--- src/sfq_consts.vh ---
`ifndef SFQ_CONSTS_VH
`define SFQ_CONSTS_VH
// Opcodes
`define SFQ_OP_WREN      8'h06
`define SFQ_OP_VWREN     8'h50
`define SFQ_OP_WRDI      8'h04
`define SFQ_OP_RDSR1     8'h05
`define SFQ_OP_RDSR2     8'h35
`define SFQ_OP_RDSR3     8'h15
`define SFQ_OP_WRSR1     8'h01
`define SFQ_OP_SUSP      8'h75
`define SFQ_OP_RESUME    8'h7A
`define SFQ_OP_PP        8'h02
`define SFQ_OP_FREAD     8'h0B
`define SFQ_OP_BURST     8'h0C
`define SFQ_OP_QIOREAD   8'hEB
`define SFQ_OP_SETPARAM  8'hC0
`define SFQ_OP_JEDEC     8'h9F
`define SFQ_OP_RDSEC     8'h48
`define SFQ_OP_DIOREAD   8'hBB
`define SFQ_OP_SETWRAP   8'h77
// Security area decode
`define SFQ_SEC_HI       8'h00
`define SFQ_SEC_R1       8'h10
`define SFQ_SEC_R2       8'h20
`define SFQ_SEC_R3       8'h30
// Field positions
`define SFQ_P_DUMMY_HI   7
`define SFQ_P_DUMMY_LO   4
`define SFQ_P_WRAP_HI    3
`define SFQ_P_WRAP_LO    0
`define SFQ_W_HI         6
`define SFQ_W_LO         4
// Reset values and page size
`define SFQ_PARAM_RST    8'h00
`define SFQ_PAGE_BYTES   256
`endif

--- src/sfq_frontend.v ---
`timescale 1ns/1ps
`include "sfq_consts.vh"
// Functional notes
// In four-line command mode each byte, opcode included, takes two clocks; the code takes four clocks a byte for BBh after its opcode.
// Opcodes 06h, 50h, 04h are single byte write-control commands.
// Status read 05h/35h/15h repeats its byte until chip select rises; ID too.
// Bytes travel MSB first on one, two or four lines.
// Page program takes 1..256 bytes; excess wraps within the page.
// 75h suspends and 7Ah resumes, both single byte.
// Burst read 0Ch: opcode, three address bytes, dummies, data until deselect.
// Security area: upper 00h, middle 10h/20h/30h, low byte offset.
// Dual address input: line one odd bits, line zero even bits.
// Dual data output: four clocks, line one bits 7,5,3,1.
// Quad address input: line n carries bits with index mod four n.
// Quad data: two clocks per byte, upper nibble first.
// Set-wrap in quad mode: wrap bits on lines 0..2 at seventh clock.
// 01h with two data bytes writes status bytes one and two.
// Dummy count in single/dual/quad comes from status byte three bits 1:0; the code uses eight plus those bits.
// Four-line dummy count comes from read parameter bits 7:4.
// Four-line wrap length comes from read parameter bits 3:0; the code wraps burst reads at 16 bytes for any nonzero value.
// Four-line opcode goes as two nibbles, high first; address, data follow.
// Unknown opcode is ignored until chip select rises.
// Host keeps chip select low for whole bytes only.
module sfq_frontend #(
    parameter DATA_W = 8
) (
    // Clock and reset
    input  wire              mclk,
    input  wire              rst,
    // Link pins, inputs sampled into mclk
    input  wire              sclk,
    input  wire              cs_n,
    input  wire [3:0]        quad_data_lines_in,
    output reg  [3:0]        quad_data_lines_out,
    output reg  [3:0]        quad_data_lines_oe,
    // Mode and state from the array side
    input  wire              four_line_command_mode,
    input  wire [7:0]        status1,
    input  wire [7:0]        status2,
    input  wire [7:0]        status3,
    input  wire [7:0]        id_byte,
    input  wire [7:0]        array_data,
    // Decoded events and fields
    output reg               write_enable_latch,
    output reg               volatile_wr_enable,
    output reg               suspend_req,
    output reg               resume_req,
    output reg               status_wr,
    output reg  [15:0]       status_wr_data,
    output reg               status_wr_two,
    output reg               page_wr,
    output reg  [23:0]       page_wr_addr,
    output reg  [DATA_W-1:0] page_wr_data,
    output reg  [23:0]       read_addr,
    output reg  [1:0]        sec_reg_sel,
    output reg  [7:0]        read_parameter_byte,
    output reg  [3:0]        dummy_clocks
);
    localparam [5:0] ST_OP = 6'h01, ST_ADDR = 6'h02, ST_IN = 6'h04,
                     ST_DUM = 6'h08, ST_OUT = 6'h10, ST_IGN = 6'h20;

    // Two-flop synchronisers; stage one is read only by stage two
    reg [5:0] sync1, sync2;
    reg       sclk_d;
    always @(posedge mclk) begin
        sync1  <= {sclk, cs_n, quad_data_lines_in};
        sync2  <= sync1;
        sclk_d <= sync2[5];
    end
    wire       s_clk  = sync2[5];
    wire       s_cs_n = sync2[4];
    wire [3:0] s_io   = sync2[3:0];
    wire       rise   = s_clk & ~sclk_d;
    wire       fall   = ~s_clk & sclk_d;

    reg [5:0]  state;
    reg [7:0]  opcode;
    reg [7:0]  shreg;
    reg [3:0]  bitcnt;
    reg [2:0]  bytecnt;
    reg [7:0]  dcnt;
    reg [7:0]  out_byte;
    reg [2:0]  out_cnt;
    reg [1:0]  width;      // 0 single, 1 dual, 2 quad
    reg [7:0]  page_off;
    reg [3:0]  wrapq;
    reg        fresh;
    reg [2:0]  wrap_setting_bits;

    // Bits per transfer clock for the active width
    function [3:0] step;
        input [1:0] w;
        begin
            step = (w == 2'd2) ? 4'd4 : (w == 2'd1) ? 4'd2 : 4'd1;
        end
    endfunction

    // Shift new bits in, MSB first: quad line n = bit n of nibble
    function [7:0] shift_in;
        input [7:0] s;
        input [1:0] w;
        input [3:0] io;
        begin
            case (w)
                2'd2:    shift_in = {s[3:0], io};
                2'd1:    shift_in = {s[5:0], io[1], io[0]};   // line1 odd, line0 even
                default: shift_in = {s[6:0], io[0]};
            endcase
        end
    endfunction

    wire [7:0] nxt = shift_in(shreg, width, s_io);
    wire [3:0] nbit = bitcnt + step(width);
    wire       byte_done = rise && (nbit >= 4'd8);
    // Dummy count: parameter byte in four-line mode, status3 otherwise
    wire [3:0] dum_sel = four_line_command_mode ?
        read_parameter_byte[`SFQ_P_DUMMY_HI:`SFQ_P_DUMMY_LO] :
        {2'b00, status3[1:0]} + 4'd8;

    // Main framing engine
    always @(posedge mclk) begin
        if (rst || s_cs_n) begin
            state <= ST_OP;
            shreg <= 8'h00; bitcnt <= 4'h0; bytecnt <= 3'h0;
            width <= four_line_command_mode ? 2'd2 : 2'd0;
            quad_data_lines_oe <= 4'h0;
            out_cnt <= 3'h0;
            page_off <= 8'h00;
            fresh <= 1'b1;
            if (rst) begin
                write_enable_latch <= 1'b0; volatile_wr_enable <= 1'b0;
                read_parameter_byte <= `SFQ_PARAM_RST;
                status_wr_data <= 16'h0000; page_wr_addr <= 24'h000000;
                read_addr <= 24'h000000; opcode <= 8'h00; out_byte <= 8'h00;
                dcnt <= 8'h00; sec_reg_sel <= 2'b00; wrapq <= 4'h0;
                quad_data_lines_out <= 4'h0; page_wr_data <= {DATA_W{1'b0}};
                status_wr <= 1'b0; status_wr_two <= 1'b0;
                dummy_clocks <= 4'h0;
                wrap_setting_bits <= 3'h0;
            end else if (!fresh && state == ST_IN && opcode == `SFQ_OP_WRSR1
                         && bytecnt != 3'h0) begin
                status_wr     <= 1'b1;
                status_wr_two <= (bytecnt == 3'd2);
            end else
                status_wr <= 1'b0;                            // One cycle only while deselected
            suspend_req <= 1'b0; resume_req <= 1'b0; page_wr <= 1'b0;
        end else begin
            fresh <= 1'b0;
            status_wr <= 1'b0; suspend_req <= 1'b0; resume_req <= 1'b0;
            page_wr <= 1'b0;
            dummy_clocks <= dum_sel;
            if (rise && state != ST_OUT && state != ST_DUM && state != ST_IGN) begin
                shreg  <= nxt;
                bitcnt <= byte_done ? 4'h0 : nbit;
            end
            case (state)
                ST_OP: if (byte_done) begin
                    opcode <= nxt;
                    bytecnt <= 3'h0;
                    case (nxt)
                        `SFQ_OP_WREN:  write_enable_latch <= 1'b1;
                        `SFQ_OP_WRDI:  write_enable_latch <= 1'b0;
                        `SFQ_OP_VWREN: volatile_wr_enable <= 1'b1;
                        `SFQ_OP_SUSP:  suspend_req <= 1'b1;
                        `SFQ_OP_RESUME: resume_req <= 1'b1;
                        `SFQ_OP_RDSR1, `SFQ_OP_RDSR2, `SFQ_OP_RDSR3, `SFQ_OP_JEDEC: begin
                            state <= ST_OUT;
                            out_byte <= (nxt == `SFQ_OP_RDSR1) ? status1 :
                                        (nxt == `SFQ_OP_RDSR2) ? status2 :
                                        (nxt == `SFQ_OP_RDSR3) ? status3 : id_byte;
                            out_cnt <= 3'h0;
                        end
                        `SFQ_OP_WRSR1, `SFQ_OP_SETPARAM: state <= ST_IN;
                        `SFQ_OP_SETWRAP: begin
                            state <= ST_IN;
                            width <= 2'd2;
                        end
                        `SFQ_OP_PP, `SFQ_OP_FREAD, `SFQ_OP_BURST, `SFQ_OP_DIOREAD,
                        `SFQ_OP_QIOREAD, `SFQ_OP_RDSEC: begin
                            state <= ST_ADDR;
                            if (nxt == `SFQ_OP_QIOREAD)
                                width <= 2'd2;
                            else if (nxt == `SFQ_OP_DIOREAD)
                                width <= 2'd1;
                        end
                        default: state <= ST_IGN;
                    endcase
                end
                ST_ADDR: if (byte_done) begin
                    bytecnt <= bytecnt + 3'd1;
                    case (bytecnt)
                        3'd0: read_addr[23:16] <= nxt;
                        3'd1: read_addr[15:8]  <= nxt;
                        3'd2: begin
                            read_addr[7:0] <= nxt;
                            page_wr_addr <= {read_addr[23:8], nxt};
                            page_off <= nxt;
                            // Security register select
                            if (read_addr[23:16] == `SFQ_SEC_HI)
                                sec_reg_sel <= (read_addr[15:8] == `SFQ_SEC_R1) ? 2'd1 :
                                               (read_addr[15:8] == `SFQ_SEC_R2) ? 2'd2 :
                                               (read_addr[15:8] == `SFQ_SEC_R3) ? 2'd3 : 2'd0;
                            else
                                sec_reg_sel <= 2'd0;
                            if (opcode == `SFQ_OP_PP) begin
                                state <= ST_IN;
                                bytecnt <= 3'h0;
                            end else if (opcode == `SFQ_OP_QIOREAD ||
                                         opcode == `SFQ_OP_DIOREAD) begin
                                bytecnt <= 3'd3;                        // mode byte next
                                wrapq   <= {1'b0, wrap_setting_bits};
                            end else begin
                                state <= ST_DUM;
                                dcnt <= {4'h0, dum_sel};
                                wrapq <= read_parameter_byte[`SFQ_P_WRAP_HI:`SFQ_P_WRAP_LO];
                            end
                        end
                        default: begin                                  // mode byte
                            state <= ST_DUM;
                            dcnt <= {4'h0, dum_sel};
                        end
                    endcase
                end
                ST_IN: if (byte_done) begin
                    if (bytecnt != 3'd7)
                        bytecnt <= bytecnt + 3'd1;
                    if (opcode == `SFQ_OP_SETPARAM)
                        read_parameter_byte <= nxt;
                    else if (opcode == `SFQ_OP_SETWRAP) begin
                        // Only the seventh clock carries wrap bits; the rest is filler
                        if (bytecnt == 3'd3)
                            wrap_setting_bits <= nxt[`SFQ_W_HI:`SFQ_W_LO];
                    end else if (opcode == `SFQ_OP_WRSR1) begin
                        if (bytecnt == 3'd0) status_wr_data[7:0] <= nxt;
                        else status_wr_data[15:8] <= nxt;
                    end else begin
                        page_wr <= 1'b1;
                        page_wr_data <= nxt;
                        page_wr_addr <= {page_wr_addr[23:8], page_off};
                        page_off <= page_off + 8'h01;                   // wraps in page
                    end
                end
                ST_DUM: if (fall) begin
                    if (dcnt == 8'h00 || dcnt == 8'h01) begin
                        state <= ST_OUT;
                        out_byte <= array_data;
                        out_cnt <= 3'h0;
                    end else
                        dcnt <= dcnt - 8'h01;
                end
                ST_OUT: if (fall) begin
                    // Drive on falling edge, MSB first
                    case (width)
                        2'd2: begin
                            quad_data_lines_oe  <= 4'hF;
                            quad_data_lines_out <= out_cnt[0] ? out_byte[3:0] : out_byte[7:4];
                        end
                        2'd1: begin
                            quad_data_lines_oe  <= 4'h3;
                            quad_data_lines_out <= {2'b00, out_byte[7 - 2 * out_cnt[1:0]],
                                                    out_byte[6 - 2 * out_cnt[1:0]]};
                        end
                        default: begin
                            quad_data_lines_oe  <= 4'h2;
                            quad_data_lines_out <= {2'b00, out_byte[3'd7 - out_cnt], 1'b0};
                        end
                    endcase
                    out_cnt <= out_cnt + 3'h1;
                    if ((width == 2'd2 && out_cnt[0]) || (width == 2'd1 && out_cnt[1:0] == 2'd3)
                        || out_cnt == 3'd7) begin
                        out_cnt <= 3'h0;
                        // Status and ID repeat; array reads advance
                        if (opcode != `SFQ_OP_RDSR1 && opcode != `SFQ_OP_RDSR2 &&
                            opcode != `SFQ_OP_RDSR3 && opcode != `SFQ_OP_JEDEC) begin
                            out_byte <= array_data;
                            // Simplified wrap: any nonzero setting keeps burst and quad I/O reads in 16 bytes
                            read_addr <= (wrapq != 4'h0 && (opcode == `SFQ_OP_BURST ||
                                          opcode == `SFQ_OP_QIOREAD)) ?
                                {read_addr[23:4], read_addr[3:0] + 4'h1} : read_addr + 24'h1;
                        end
                    end
                end
                default: state <= ST_IGN;
            endcase
        end
    end
endmodule // sfq_frontend
--- config.mk ---
export PLATFORM = sky130hd
export DESIGN_NAME = sfq_frontend
export DESIGN_NICKNAME = d
export VERILOG_FILES = /design/src/sfq_frontend.v
export VERILOG_INCLUDE_DIRS = /design/src /design/src/src
export SDC_FILE = /design/constraint.sdc
export NUM_CORES = 1
export LEC_CHECK = 0
export ABC_AREA = 1
export BUFFER_PORTS_ARGS = -buffer_cell sky130_fd_sc_hd__buf_2
export CAP_MARGIN = 20
export CORE_ASPECT_RATIO = 2
export CORE_UTILIZATION = 40
export DETAILED_ROUTE_END_ITERATION = 12
export GPL_ROUTABILITY_DRIVEN = 0
export PLACE_DENSITY = 0.65
export SLEW_MARGIN = 5
export SYNTH_ARGS = -nofsm -noshare
export SYNTH_HDL_FRONTEND = slang
export SYNTH_SLANG_ARGS = --single-unit
--- constraint.sdc ---
create_clock -name mclk -period 3.4 [get_ports mclk]
set_input_delay 0.34 -clock mclk [delete_from_list [all_inputs] [get_ports mclk]]
set_output_delay 0.34 -clock mclk [all_outputs]
set_load 0.05 [all_outputs]
==> flow_metrics.env, run 1 <==
export IMPL_outcome="finished clean"
export IMPL_cp_top_family="simple AND/OR/NAND/NOR gates"
export IMPL_grt_usage=0.239
export IMPL_finalNetCount=1345
export IMPL_fin_cells=1569
export IMPL_critPathKind="reg -> reg"
export IMPL_cts_sinks=178
export IMPL_utilization=0.486
export IMPL_gr_total_overflow=0
export IMPL_drt_iter0_markers=561
export IMPL_antenna_found_initial=0
export IMPL_tns_ns=0
export IMPL_worstPathMaxFanout=8
export IMPL_pwr_share_seq=0.406
export IMPL_final_setup_worst_slack_ns=0.539
export IMPL_p_leak_nw=4.83
export IMPL_switching_share=0.370
export IMPL_ant_nets=0
export IMPL_finClkSkew_ns=0.00941
export IMPL_synthDistinctLibCells=49
export IMPL_pre_cts_ws_ns=0.577
export IMPL_netlist_top_cells_area="edfxtp_1, dfxtp_1, nand2_1"
export IMPL_startpoint_type="flip-flop"
export IMPL_cts_tree="yes"
export IMPL_ys_seq_elements=178
export IMPL_crit_top_cell="nand2_1"
export IMPL_synth_cells=1108
export IMPL_yosys_warnings=0
export IMPL_synth_flop_cell="edfxtp_1"
export IMPL_synth_seq_area_share=0.520
export IMPL_die_x_um=110
export IMPL_worstPathArrival_ns=2.94
export IMPL_dp_cells=1531
export IMPL_drive_above_1_share=0.192
export IMPL_cp_depth=13
export IMPL_synth_fp_nets=1177
export IMPL_worstMarginPinSlew_ns=0.800
export IMPL_clkPwrFrac=0.301
export IMPL_ys_async_sr_fraction=0
export IMPL_port_buffers=149
export IMPL_worstPathCellList="inv_1 > ha_1 > ha_1 > a21o_1 > nand2_1 > nand2_1 > nand2_1 > nand3_1 > inv_2 > nor2_1 > inv_2 > nand2_2 > nor2_1"
export IMPL_vias=8412
export IMPL_clock_latency_ns=0.45
export IMPL_core_um2=22700
export IMPL_crit_buf_inv=3
export IMPL_synth_edf_count=126
export IMPL_final_area_um2=11100
export IMPL_min_path_cells=2
export IMPL_final_common_cell="nand2_1"
export IMPL_die_area_um2=23800
export IMPL_p_sw_mw=2.51
export IMPL_syn_to_final_growth_pct=19.2
export IMPL_setup_viol=0
export IMPL_vias_per_cell=5.36
export IMPL_routed_wl_mm=27.3
export IMPL_crit_path_max_incr_delay_ns=0.49
export IMPL_dpl_cell_area_um2=10400
export IMPL_required_ns=3.48
export IMPL_grt_pass1_wl_mm=41.8
export IMPL_hold_violations=0
export IMPL_initial_core_util=0.408
export IMPL_path_clk_slew_ns=0.07
export IMPL_dp_hpwl_mm=21.2
export IMPL_ir_drop_v=0.000355
export IMPL_post_synth_cell_area_avg_um2=8.37
export IMPL_n_fill_cell=2185
export IMPL_fin_crit_sh=0.841
export IMPL_io_pins=150
export IMPL_crit_path_end_kind="flip-flop"
export IMPL_firstDrtPassIters=6
export IMPL_syn_area_um2=9280
export IMPL_cts_root_buffer="clkbuf_16"
export IMPL_diodes=0
export IMPL_hp_class="in -> reg"
export IMPL_max_cap_viol_count=0
export IMPL_synth_top_cell_by_area="edfxtp_1"
export IMPL_final_cell_mix="nand2_1, nor2_1, buf_2"
export IMPL_postCtsSetupRepairBufs=0
export IMPL_ff2ff_path_depth=13
export IMPL_htree_levels=4
export IMPL_power_density_nw_per_um2=613
export IMPL_rsz0062_at_grt="no"
export IMPL_grt_max_degree=49
export IMPL_slew_headroom=0.463
export IMPL_comb_power_share=0.293
export IMPL_slew_violations=0
export IMPL_p_int_mw=4.27
export IMPL_first_global_vias=8354
export IMPL_die_y_um=217
export IMPL_rows=78
export IMPL_fmax_mhz=350
export IMPL_cp_slowest_cell="nor2_1"
export IMPL_layout_min_cycle_time_ns=2.86
export IMPL_clockBufferDepth=2
export IMPL_synth_top_area_frac=0.408
export IMPL_numCtsBuffers=17
export IMPL_drcViolationCount=0
export IMPL_routedWlPerCell_um=17.4
==> registers in the layout, indices dropped and copies added (netlist names), 6 cells and up <==
register and count:
page_wr_addr 24, read_addr 24, status_wr_data 16, dcnt 8, opcode 8, out_byte 8, page_off 8, page_wr_data 8
read_parameter_byte 8, shreg 7, state 6, sync1 6, sync2 6
==> power groups by stage <==
| stage | Clock, mW | Combinational, mW | Sequential [mW] |
|---|---|---|---|
| 3_5_place_dp | 0 | 1.96 | 2.80 |
| 5_1_grt | 2.15 | 2.17 | 2.78 |
| 3_3_place_gp | 0 | 1.94 | 2.79 |
| 4_1_cts | 2.07 | 1.97 | 2.75 |
| 6_report | 2.04 | 1.99 | 2.75 |
| 2_1_floorplan | 0 | 1.07 | 3.15 |
==> per-stage QoR <==
| stage | hold slack [ns] | total power, mW |
|---|---|---|
| global route | 0.138 | 7.09 |
| finish | 0.143 | 6.78 |
| global placement | 0.312 | 4.74 |
| floorplan | 0.310 | 4.23 |
| detailed placement | 0.312 | 4.76 |
| CTS | 0.131 | 6.79 |
==> layer usage <==
layer / vias up / track usage / part of all wire
li1: 4036 / - / -
met1: 3945 / 0.218 / 0.33
met2: 327 / 0.453 / 0.55
met3: 104 / 0.0350 / 0.046
met4: 0 / 0.187 / 0.069
met5: - / 0 / 0
==> logic make-up after synthesis <==
| logic type | count (synthesis) | synth area share |
|---|---|---|
| AND/OR/NAND/NOR | 587 | 0.276 |
| flip-flops | 178 | 0.520 |
| AO/OA/AOI/OAI | 171 | 0.102 |
| buffers and inverters | 138 | 0.0603 |
| adder cells (fa/ha/maj) | 20 | 0.0278 |
| XOR/XNOR | 14 | 0.0132 |
==> path summary, 6_finish.rpt <==
| kind | to | startpoint | slack [ns] |
|---|---|---|---|
| max | opcode[0] | width[0] | 0.54 |
| min reg2reg | sync2[1] | sync1[1] | 0.33 |
| min | status_wr | rst | 0.14 |
| max reg2reg | opcode[0] | width[0] | 0.54 |
==> synthesized netlist by cell type, types with 4 or more instances <==
| cell | instances |
|---|---|
| o21bai_1 | 6 |
| inv_1 | 102 |
| nand4_1 | 17 |
| o22ai_1 | 7 |
| nand2_1 | 272 |
| edfxtp_1 | 126 |
| nand2_2 | 10 |
| nand3b_1 | 4 |
| nor4_1 | 8 |
| nand3_2 | 5 |
| a211oi_1 | 5 |
| ha_1 | 19 |
| nand3_1 | 60 |
| o21ai_1 | 5 |
| inv_2 | 9 |
| nor2_2 | 4 |
| buf_1 | 4 |
| nor2_1 | 170 |
| nor2_4 | 5 |
| xnor2_1 | 5 |
| nor3_1 | 17 |
| o21ai_0 | 59 |
| dfxtp_1 | 52 |
| a21oi_1 | 70 |
| buf_2 | 6 |
| xor2_1 | 9 |
| or2_1 | 5 |
| clkbuf_1 | 11 |
==> final cells by class <==
| class | instances | area (um2) | share of cell area |
|---|---|---|---|
| well taps | 280 | 350 | 0.0317 |
| flip-flops and latches | 178 | 4820 | 0.436 |
| repair buffers | 176 | 963 | 0.0871 |
| multi-input cells | 792 | 3900 | 0.353 |
| inverters | 111 | 417 | 0.0377 |
| clock inverters | 15 | 180 | 0.0163 |
| clock buffers | 17 | 425 | 0.0385 |
==> timing repair <==
| action | 4_1_cts | 5_1_grt |
|---|---|---|
| endpoints found under the hold margin | 6 | 0 |
| endpoints found under the setup margin | 0 | 0 |
| gates resized for setup | 0 | 0 |
| hold buffers | 6 | 0 |
Note: power is estimated with default switching activity, not from simulation.
==> run 2, diff against run 1 <==
Settings changed: ABC_AREA 1 to 0.
Clock period 3.4 ns to 2.8 ns, I/O delays scaled along.
==> flow_metrics.env, run 2 <==
export IMPL_outcome="finished with violations"
export IMPL_violations="negative setup slack"
export IMPL_power_density_nw_per_um2=596
export IMPL_vias_per_cell=5.77
export IMPL_worstPathMaxFanout=4
export IMPL_yosys_warnings=0
export IMPL_critPathKind="reg -> reg"
export IMPL_startpoint_type="flip-flop"
export IMPL_crit_top_cell="ha_4"
export IMPL_synth_edf_count=126
export IMPL_drcViolationCount=0
export IMPL_synthTopCellsByCount="edfxtp_1, nor2_1, nand2_1"
export IMPL_routedWlPerCell_um=20.3
export IMPL_whs_ns=0.205
export IMPL_dr_wl_met3_mm=1.21
export IMPL_fmax_mhz=352
export IMPL_synth_top_area_frac=0.429
export IMPL_grt_usage=0.250
export IMPL_clock_latency_ns=0.45
export IMPL_path_clk_slew_ns=0.07
export IMPL_muxShareOfSynthArea=0.0437
export IMPL_cp_slowest_cell="edfxtp_1"
export IMPL_reg_top3="page_wr_addr: 24 flops, read_addr: 24 flops, status_wr_data: 16 flops"
export IMPL_dpl_cell_area_um2=10600
export IMPL_synth_compound_area_frac=0.135
export IMPL_finalNetCount=1149
export IMPL_crit_path_end_kind="flip-flop"
export IMPL_cts_root_buffer="clkbuf_16"
export IMPL_slew_violations=0
export IMPL_slew_headroom=0.355
export IMPL_rows=76
export IMPL_worstPathCellList="buf_4 > ha_4 > ha_4 > a21oi_4 > o21bai_1 > a21oi_2 > mux2_4 > buf_12 > o31ai_4 > buf_6 > a21boi_4"
export IMPL_initial_core_util=0.408
export IMPL_wl_met2_mm=15.0
export IMPL_hold_violations=0
export IMPL_met1Wirelength_mm=9.20
export IMPL_required_ns=2.94
export IMPL_firstDrtPassIters=8
export IMPL_synth_most_common_cell="edfxtp_1"
export IMPL_crit_path_max_incr_delay_ns=0.47
export IMPL_fin_cells=1366
export IMPL_p_leak_nw=4.71
export IMPL_htree_levels=4
export IMPL_setup_viol=41
export IMPL_drt_iter0_markers=644
export IMPL_io_pins=150
export IMPL_grt_max_degree=36
export IMPL_worstMarginPinSlew_ns=0.964
export IMPL_max_cap_viol_count=0
export IMPL_layout_min_cycle_time_ns=2.84
export IMPL_first_global_vias=7820
export IMPL_worstPathArrival_ns=2.98
export IMPL_die_area_um2=22700
export IMPL_hp_class="in -> reg"
export IMPL_synth_cells=846
export IMPL_syn_area_um2=8820
export IMPL_syn_to_final_growth_pct=33.4
export IMPL_drive_above_1_share=0.329
export IMPL_dp_cells=1312
export IMPL_fin_crit_sh=1.01
export IMPL_final_setup_worst_slack_ns=-0.0418
export IMPL_finClkSkew_ns=0.0115
export IMPL_crit_buf_inv=3
export IMPL_numCtsBuffers=17
export IMPL_dp_hpwl_mm=20.6
export IMPL_port_buffers=149
export IMPL_maxUsedRoutingLayer="met4"
export IMPL_synth_flop_cell="edfxtp_1"
export IMPL_synth_top_family_by_area="simple AND/OR/NAND/NOR gates"
export IMPL_synth_simple_gate_area_frac=0.182
export IMPL_tns_ns=-0.630
export IMPL_final_common_cell="buf_2"
export IMPL_synth_fp_nets=915
export IMPL_synth_top_cell_by_area="edfxtp_1"
export IMPL_core_um2=21600
export IMPL_antenna_found_initial=0
export IMPL_ys_async_sr_fraction=0
export IMPL_netlist_top_cells_area="edfxtp_1, dfxtp_1, nor2_1"
export IMPL_diodes=0
export IMPL_synthXorXnorAreaFrac=0.0318
export IMPL_synth_seq_area_share=0.547
export IMPL_cts_sinks=178
export IMPL_vias=7878
export IMPL_yosys_area_share_adder=0.0292
export IMPL_cts_tree="yes"
export IMPL_grt_pass1_wl_mm=41.6
export IMPL_ant_nets=0
export IMPL_final_area_um2=11800
export IMPL_ir_drop_v=0.000415
export IMPL_n_fill_cell=1883
export IMPL_routed_wl_mm=27.7
export IMPL_utilization=0.545
export IMPL_cp_top_family="compound AO/OA/AOI/OAI gates"
export IMPL_rsz0062_at_grt="yes"
export IMPL_gr_total_overflow=0
export IMPL_clockBufferDepth=2
export IMPL_synthDistinctLibCells=63
export IMPL_die_y_um=212
export IMPL_post_synth_cell_area_avg_um2=10.4
export IMPL_final_cell_mix="buf_2, edfxtp_1, nor2_1"
export IMPL_ys_seq_elements=178
export IMPL_die_x_um=107
==> run 2: cell count changes after synthesis, sizes merged, moves of 10 or more <==
cell,previous run,this run
a21oi,71,61
and3,0,25
clkbuf,11,30
inv,111,26
mux2,0,12
mux2i,0,16
nand2,285,79
nand3,65,14
nand4b,0,10
nor2,179,109
o21ai,65,44
xnor2,5,19
==> run 2: logic make-up after synthesis <==
| logic type | Yosys count |
|---|---|
| compound gates | 186 |
| xor+xnor | 32 |
| fa+ha+maj | 20 |
| buf+inv | 69 |
| flops | 178 |
| mux | 32 |
| simple gates | 329 |
==> run 2: per-layer routing <==
metal  vias to the layer above  global-route usage
met5                         -                   0
met4                         0               0.194
met3                       118              0.0416
met2                       361               0.469
met1                      3783               0.233
li1                       3616                   -
==> run 2: area by class of cell <==
cell class                      instances  area (um2)  area share
Timing Repair Buffer                  258        1700       0.144
Clock inverter                         15         251      0.0214
Clock buffer                           17         425      0.0362
Multi-Input combinational cell        599        4130       0.351
Tap cell                              273         342      0.0290
Inverter                               26        97.6     0.00829
Sequential cell                       178        4820       0.410
==> run 2: worst paths after layout <==
check        startpoint             to  slack (ns)  depth (start not counted)
min reg2reg    sync1[0]       sync2[0]        0.33                          0
max reg2reg    width[0]       wrapq[1]       -0.04                         11
min                 rst  status_wr_two        0.21                          2
max            width[0]       wrapq[1]       -0.04                         11
==> run 2: report_power, final <==
group | total [mW] | internal (mW) | leakage (nW) | switching (mW)
logic | 1.20 | 0.421 | 2.66 | 0.776
clock network | 2.75 | 1.68 | 0.321 | 1.07
registers | 3.06 | 2.96 | 1.73 | 0.100
==> run 2: timing repair <==
action,4_1_cts,5_1_grt
endpoints found under the hold margin,6,0
gates resized for setup,25,51
hold buffers,6,0
pin swaps,8,9
buffers inserted,3,13
setup endpoints to repair,115,109
gates cloned,0,0
==> run 2: metrics by stage <==
step,worst slack [ns],power [mW]
3_3_place_gp,-0.196,4.15
5_1_grt,-0.127,7.21
4_1_cts,-0.0272,6.93
2_1_floorplan,-0.144,3.78
3_5_place_dp,-0.203,4.16
6_report,-0.0418,7.01
==> run 2: worst reg2reg max path, stage by stage (launching register included) <==
cell and delay [ns]:
edfxtp_1 0.47, buf_4 0.19, ha_4 0.16, ha_4 0.22, a21oi_4 0.14, o21bai_1 0.09
a21oi_2 0.21, mux2_4 0.36, buf_12 0.14, o31ai_4 0.17, buf_6 0.16, a21boi_4 0.23
==> run 3, diff against run 2 <==
Settings changed: CORE_UTILIZATION 40 to 46, PLACE_DENSITY 0.65 to 0.72.
==> flow_metrics.env, run 3 (synthesis results as in run 2) <==
export IMPL_setup_viol=56
export IMPL_p_int_mw=4.88
export IMPL_clockBufferDepth=2
export IMPL_max_cap_viol_count=0
export IMPL_firstDrtPassIters=5
export IMPL_outcome="finished with violations"
export IMPL_grt_pass1_wl_mm=41.0
export IMPL_die_area_um2=19800
export IMPL_hp_class="in -> reg"
export IMPL_cts_root_buffer="clkbuf_16"
export IMPL_fin_crit_sh=1.03
export IMPL_dp_hpwl_mm=19.6
export IMPL_rrSetupSlack_ns=-0.09
export IMPL_worstPathMaxFanout=7
export IMPL_finClkSkew_ns=0.00839
export IMPL_slew_violations=0
export IMPL_comb_power_share=0.174
export IMPL_switching_share=0.284
export IMPL_clkPwrFrac=0.377
export IMPL_routed_wl_mm=27.1
export IMPL_finalNetCount=1146
export IMPL_met1Wirelength_mm=9.05
export IMPL_pwr_share_seq=0.449
export IMPL_violations="negative setup slack"
export IMPL_io_pins=150
export IMPL_ir_drop_v=0.000434
export IMPL_multi_input_area_um2=4150
export IMPL_whs_ns=0.201
export IMPL_critPathKind="reg -> reg"
export IMPL_power_density_nw_per_um2=584
export IMPL_dr_wl_met3_mm=1.47
export IMPL_initial_core_util=0.470
export IMPL_final_common_cell="buf_2"
export IMPL_syn_to_final_growth_pct=32.5
export IMPL_grt_max_degree=51
export IMPL_die_x_um=99.9
export IMPL_n_fill_cell=1523
export IMPL_reg_top3="page_wr_addr: 24 flops, read_addr: 24 flops, status_wr_data: 16 flops"
export IMPL_ff2ff_path_depth=11
export IMPL_startpoint_type="flip-flop"
export IMPL_crit_path_end_kind="flip-flop"
export IMPL_vias_per_cell=5.89
export IMPL_drt_iter0_markers=603
export IMPL_ant_nets=0
export IMPL_rsz0062_at_grt="yes"
export IMPL_required_ns=3.16
export IMPL_slew_headroom=0.383
export IMPL_finalPower_mw=6.82
export IMPL_vias=7925
export IMPL_port_buffers=149
export IMPL_utilization=0.623
export IMPL_rows=71
export IMPL_reg2reg_from="width[0]"
export IMPL_htree_levels=4
export IMPL_routedWlPerCell_um=20.2
export IMPL_worstSetupEndpoint="state[2]"
export IMPL_startpoint="width[0]"
export IMPL_p_leak_nw=4.68
export IMPL_fmax_mhz=346
export IMPL_clock_latency_ns=0.44
export IMPL_first_global_vias=7790
export IMPL_cts_sinks=178
export IMPL_worstMarginPinSlew_ns=0.922
export IMPL_final_cell_mix="buf_2, edfxtp_1, nor2_1"
export IMPL_cts_tree="yes"
export IMPL_core_um2=18700
export IMPL_worstPathArrival_ns=3.25
export IMPL_p_sw_mw=1.93
export IMPL_die_y_um=198
export IMPL_r2r_end="state[2]"
export IMPL_final_setup_worst_slack_ns=-0.0909
export IMPL_hold_violations=0
export IMPL_wl_met2_mm=14.4
export IMPL_drcViolationCount=0
export IMPL_numCtsBuffers=17
export IMPL_path_clk_slew_ns=0.07
export IMPL_hp_start="array_data[5]"
export IMPL_grt_usage=0.280
export IMPL_maxUsedRoutingLayer="met4"
export IMPL_antenna_found_initial=0
export IMPL_gr_total_overflow=0
export IMPL_register_area_um2=4820
export IMPL_diodes=0
export IMPL_layout_min_cycle_time_ns=2.89
export IMPL_drive_above_1_share=0.329
## run 3: changes by cell type in the layout (fill, tap and decap cells not counted), moves of 2 or more
cell	previous run	this run
buf_4	88	81
buf_6	8	14
a21oi_2	4	9
a21oi_4	5	0
buf_12	7	3
clkinv_4	1	4
clkinvlp_4	3	0
nor2_4	0	3
a31oi_4	0	2
buf_8	0	2
bufinv_16	6	4
nor2_2	3	1
## run 3: timing repair
action	in CTS	in global routing
hold endpoints to repair	6	0
hold buffers	6	0
cloned	0	0
resized for setup	22	60
pin swaps	10	26
buffers inserted	9	8
setup endpoints to repair	68	121
## run 3: worst min path at each step
stage / to / slack, ns / cells after the start
finish: out_byte[5] / 0.20 / 3
global route: status_wr_two / 0.21 / 2
detailed placement: sync2[0] / 0.31 / 0
global placement: sync2[0] / 0.31 / 0
floorplan: sync1[0] / 0.31 / 0
CTS: out_byte[5] / 0.19 / 3
## run 3: power groups by stage
stage                     Sequential [mW]  Combinational [mW]  Clock, mW
final                                3.06                1.18       2.57
after CTS                            3.06                1.10       2.60
after floorplan                      3.38               0.400          0
after global placement               3.11                1.04          0
after detailed placement             3.11                1.05          0
after global routing                 3.08                1.24       2.70
## run 3: worst max-delay path, cell delays in order (launching register included)
cell      delay [ns]
edfxtp_1        0.48
inv_2           0.13
ha_4            0.24
buf_8           0.14
a221oi_2        0.34
nor2_4          0.07
buf_6           0.13
buf_4           0.15
or4_1           0.50
a221oi_1        0.25
o21ai_0         0.14
a221oi_2        0.22
## run 3: layout make-up
type,instances,share of cell area
clock buffers,17,0.0364
clock inverters,15,0.0177
inverters,26,0.00836
multi-input cells,599,0.355
flip-flops and latches,178,0.413
well taps,255,0.0273
repair buffers,255,0.142
## run 3: per-layer routing
| layer | GRT usage | up-vias |
|---|---|---|
| met2 | 0.521 | 404 |
| met1 | 0.270 | 3767 |
| met4 | 0.196 | 0 |
| met3 | 0.0537 | 133 |
| li1 | - | 3621 |
| met5 | 0 | - |
## run 3: through the flow
step,setup WS (ns),cells,TNS (ns),instance area [um2]
2_1_floorplan,-0.144,846,-1.82,8950
3_3_place_gp,-0.0254,1291,-0.342,10500
3_5_place_dp,-0.137,1291,-1.87,10500
4_1_cts,-0.0252,1338,-0.216,11400
5_1_grt,-0.225,1345,-9.82,11700
6_report,-0.0909,1345,-2.26,11700
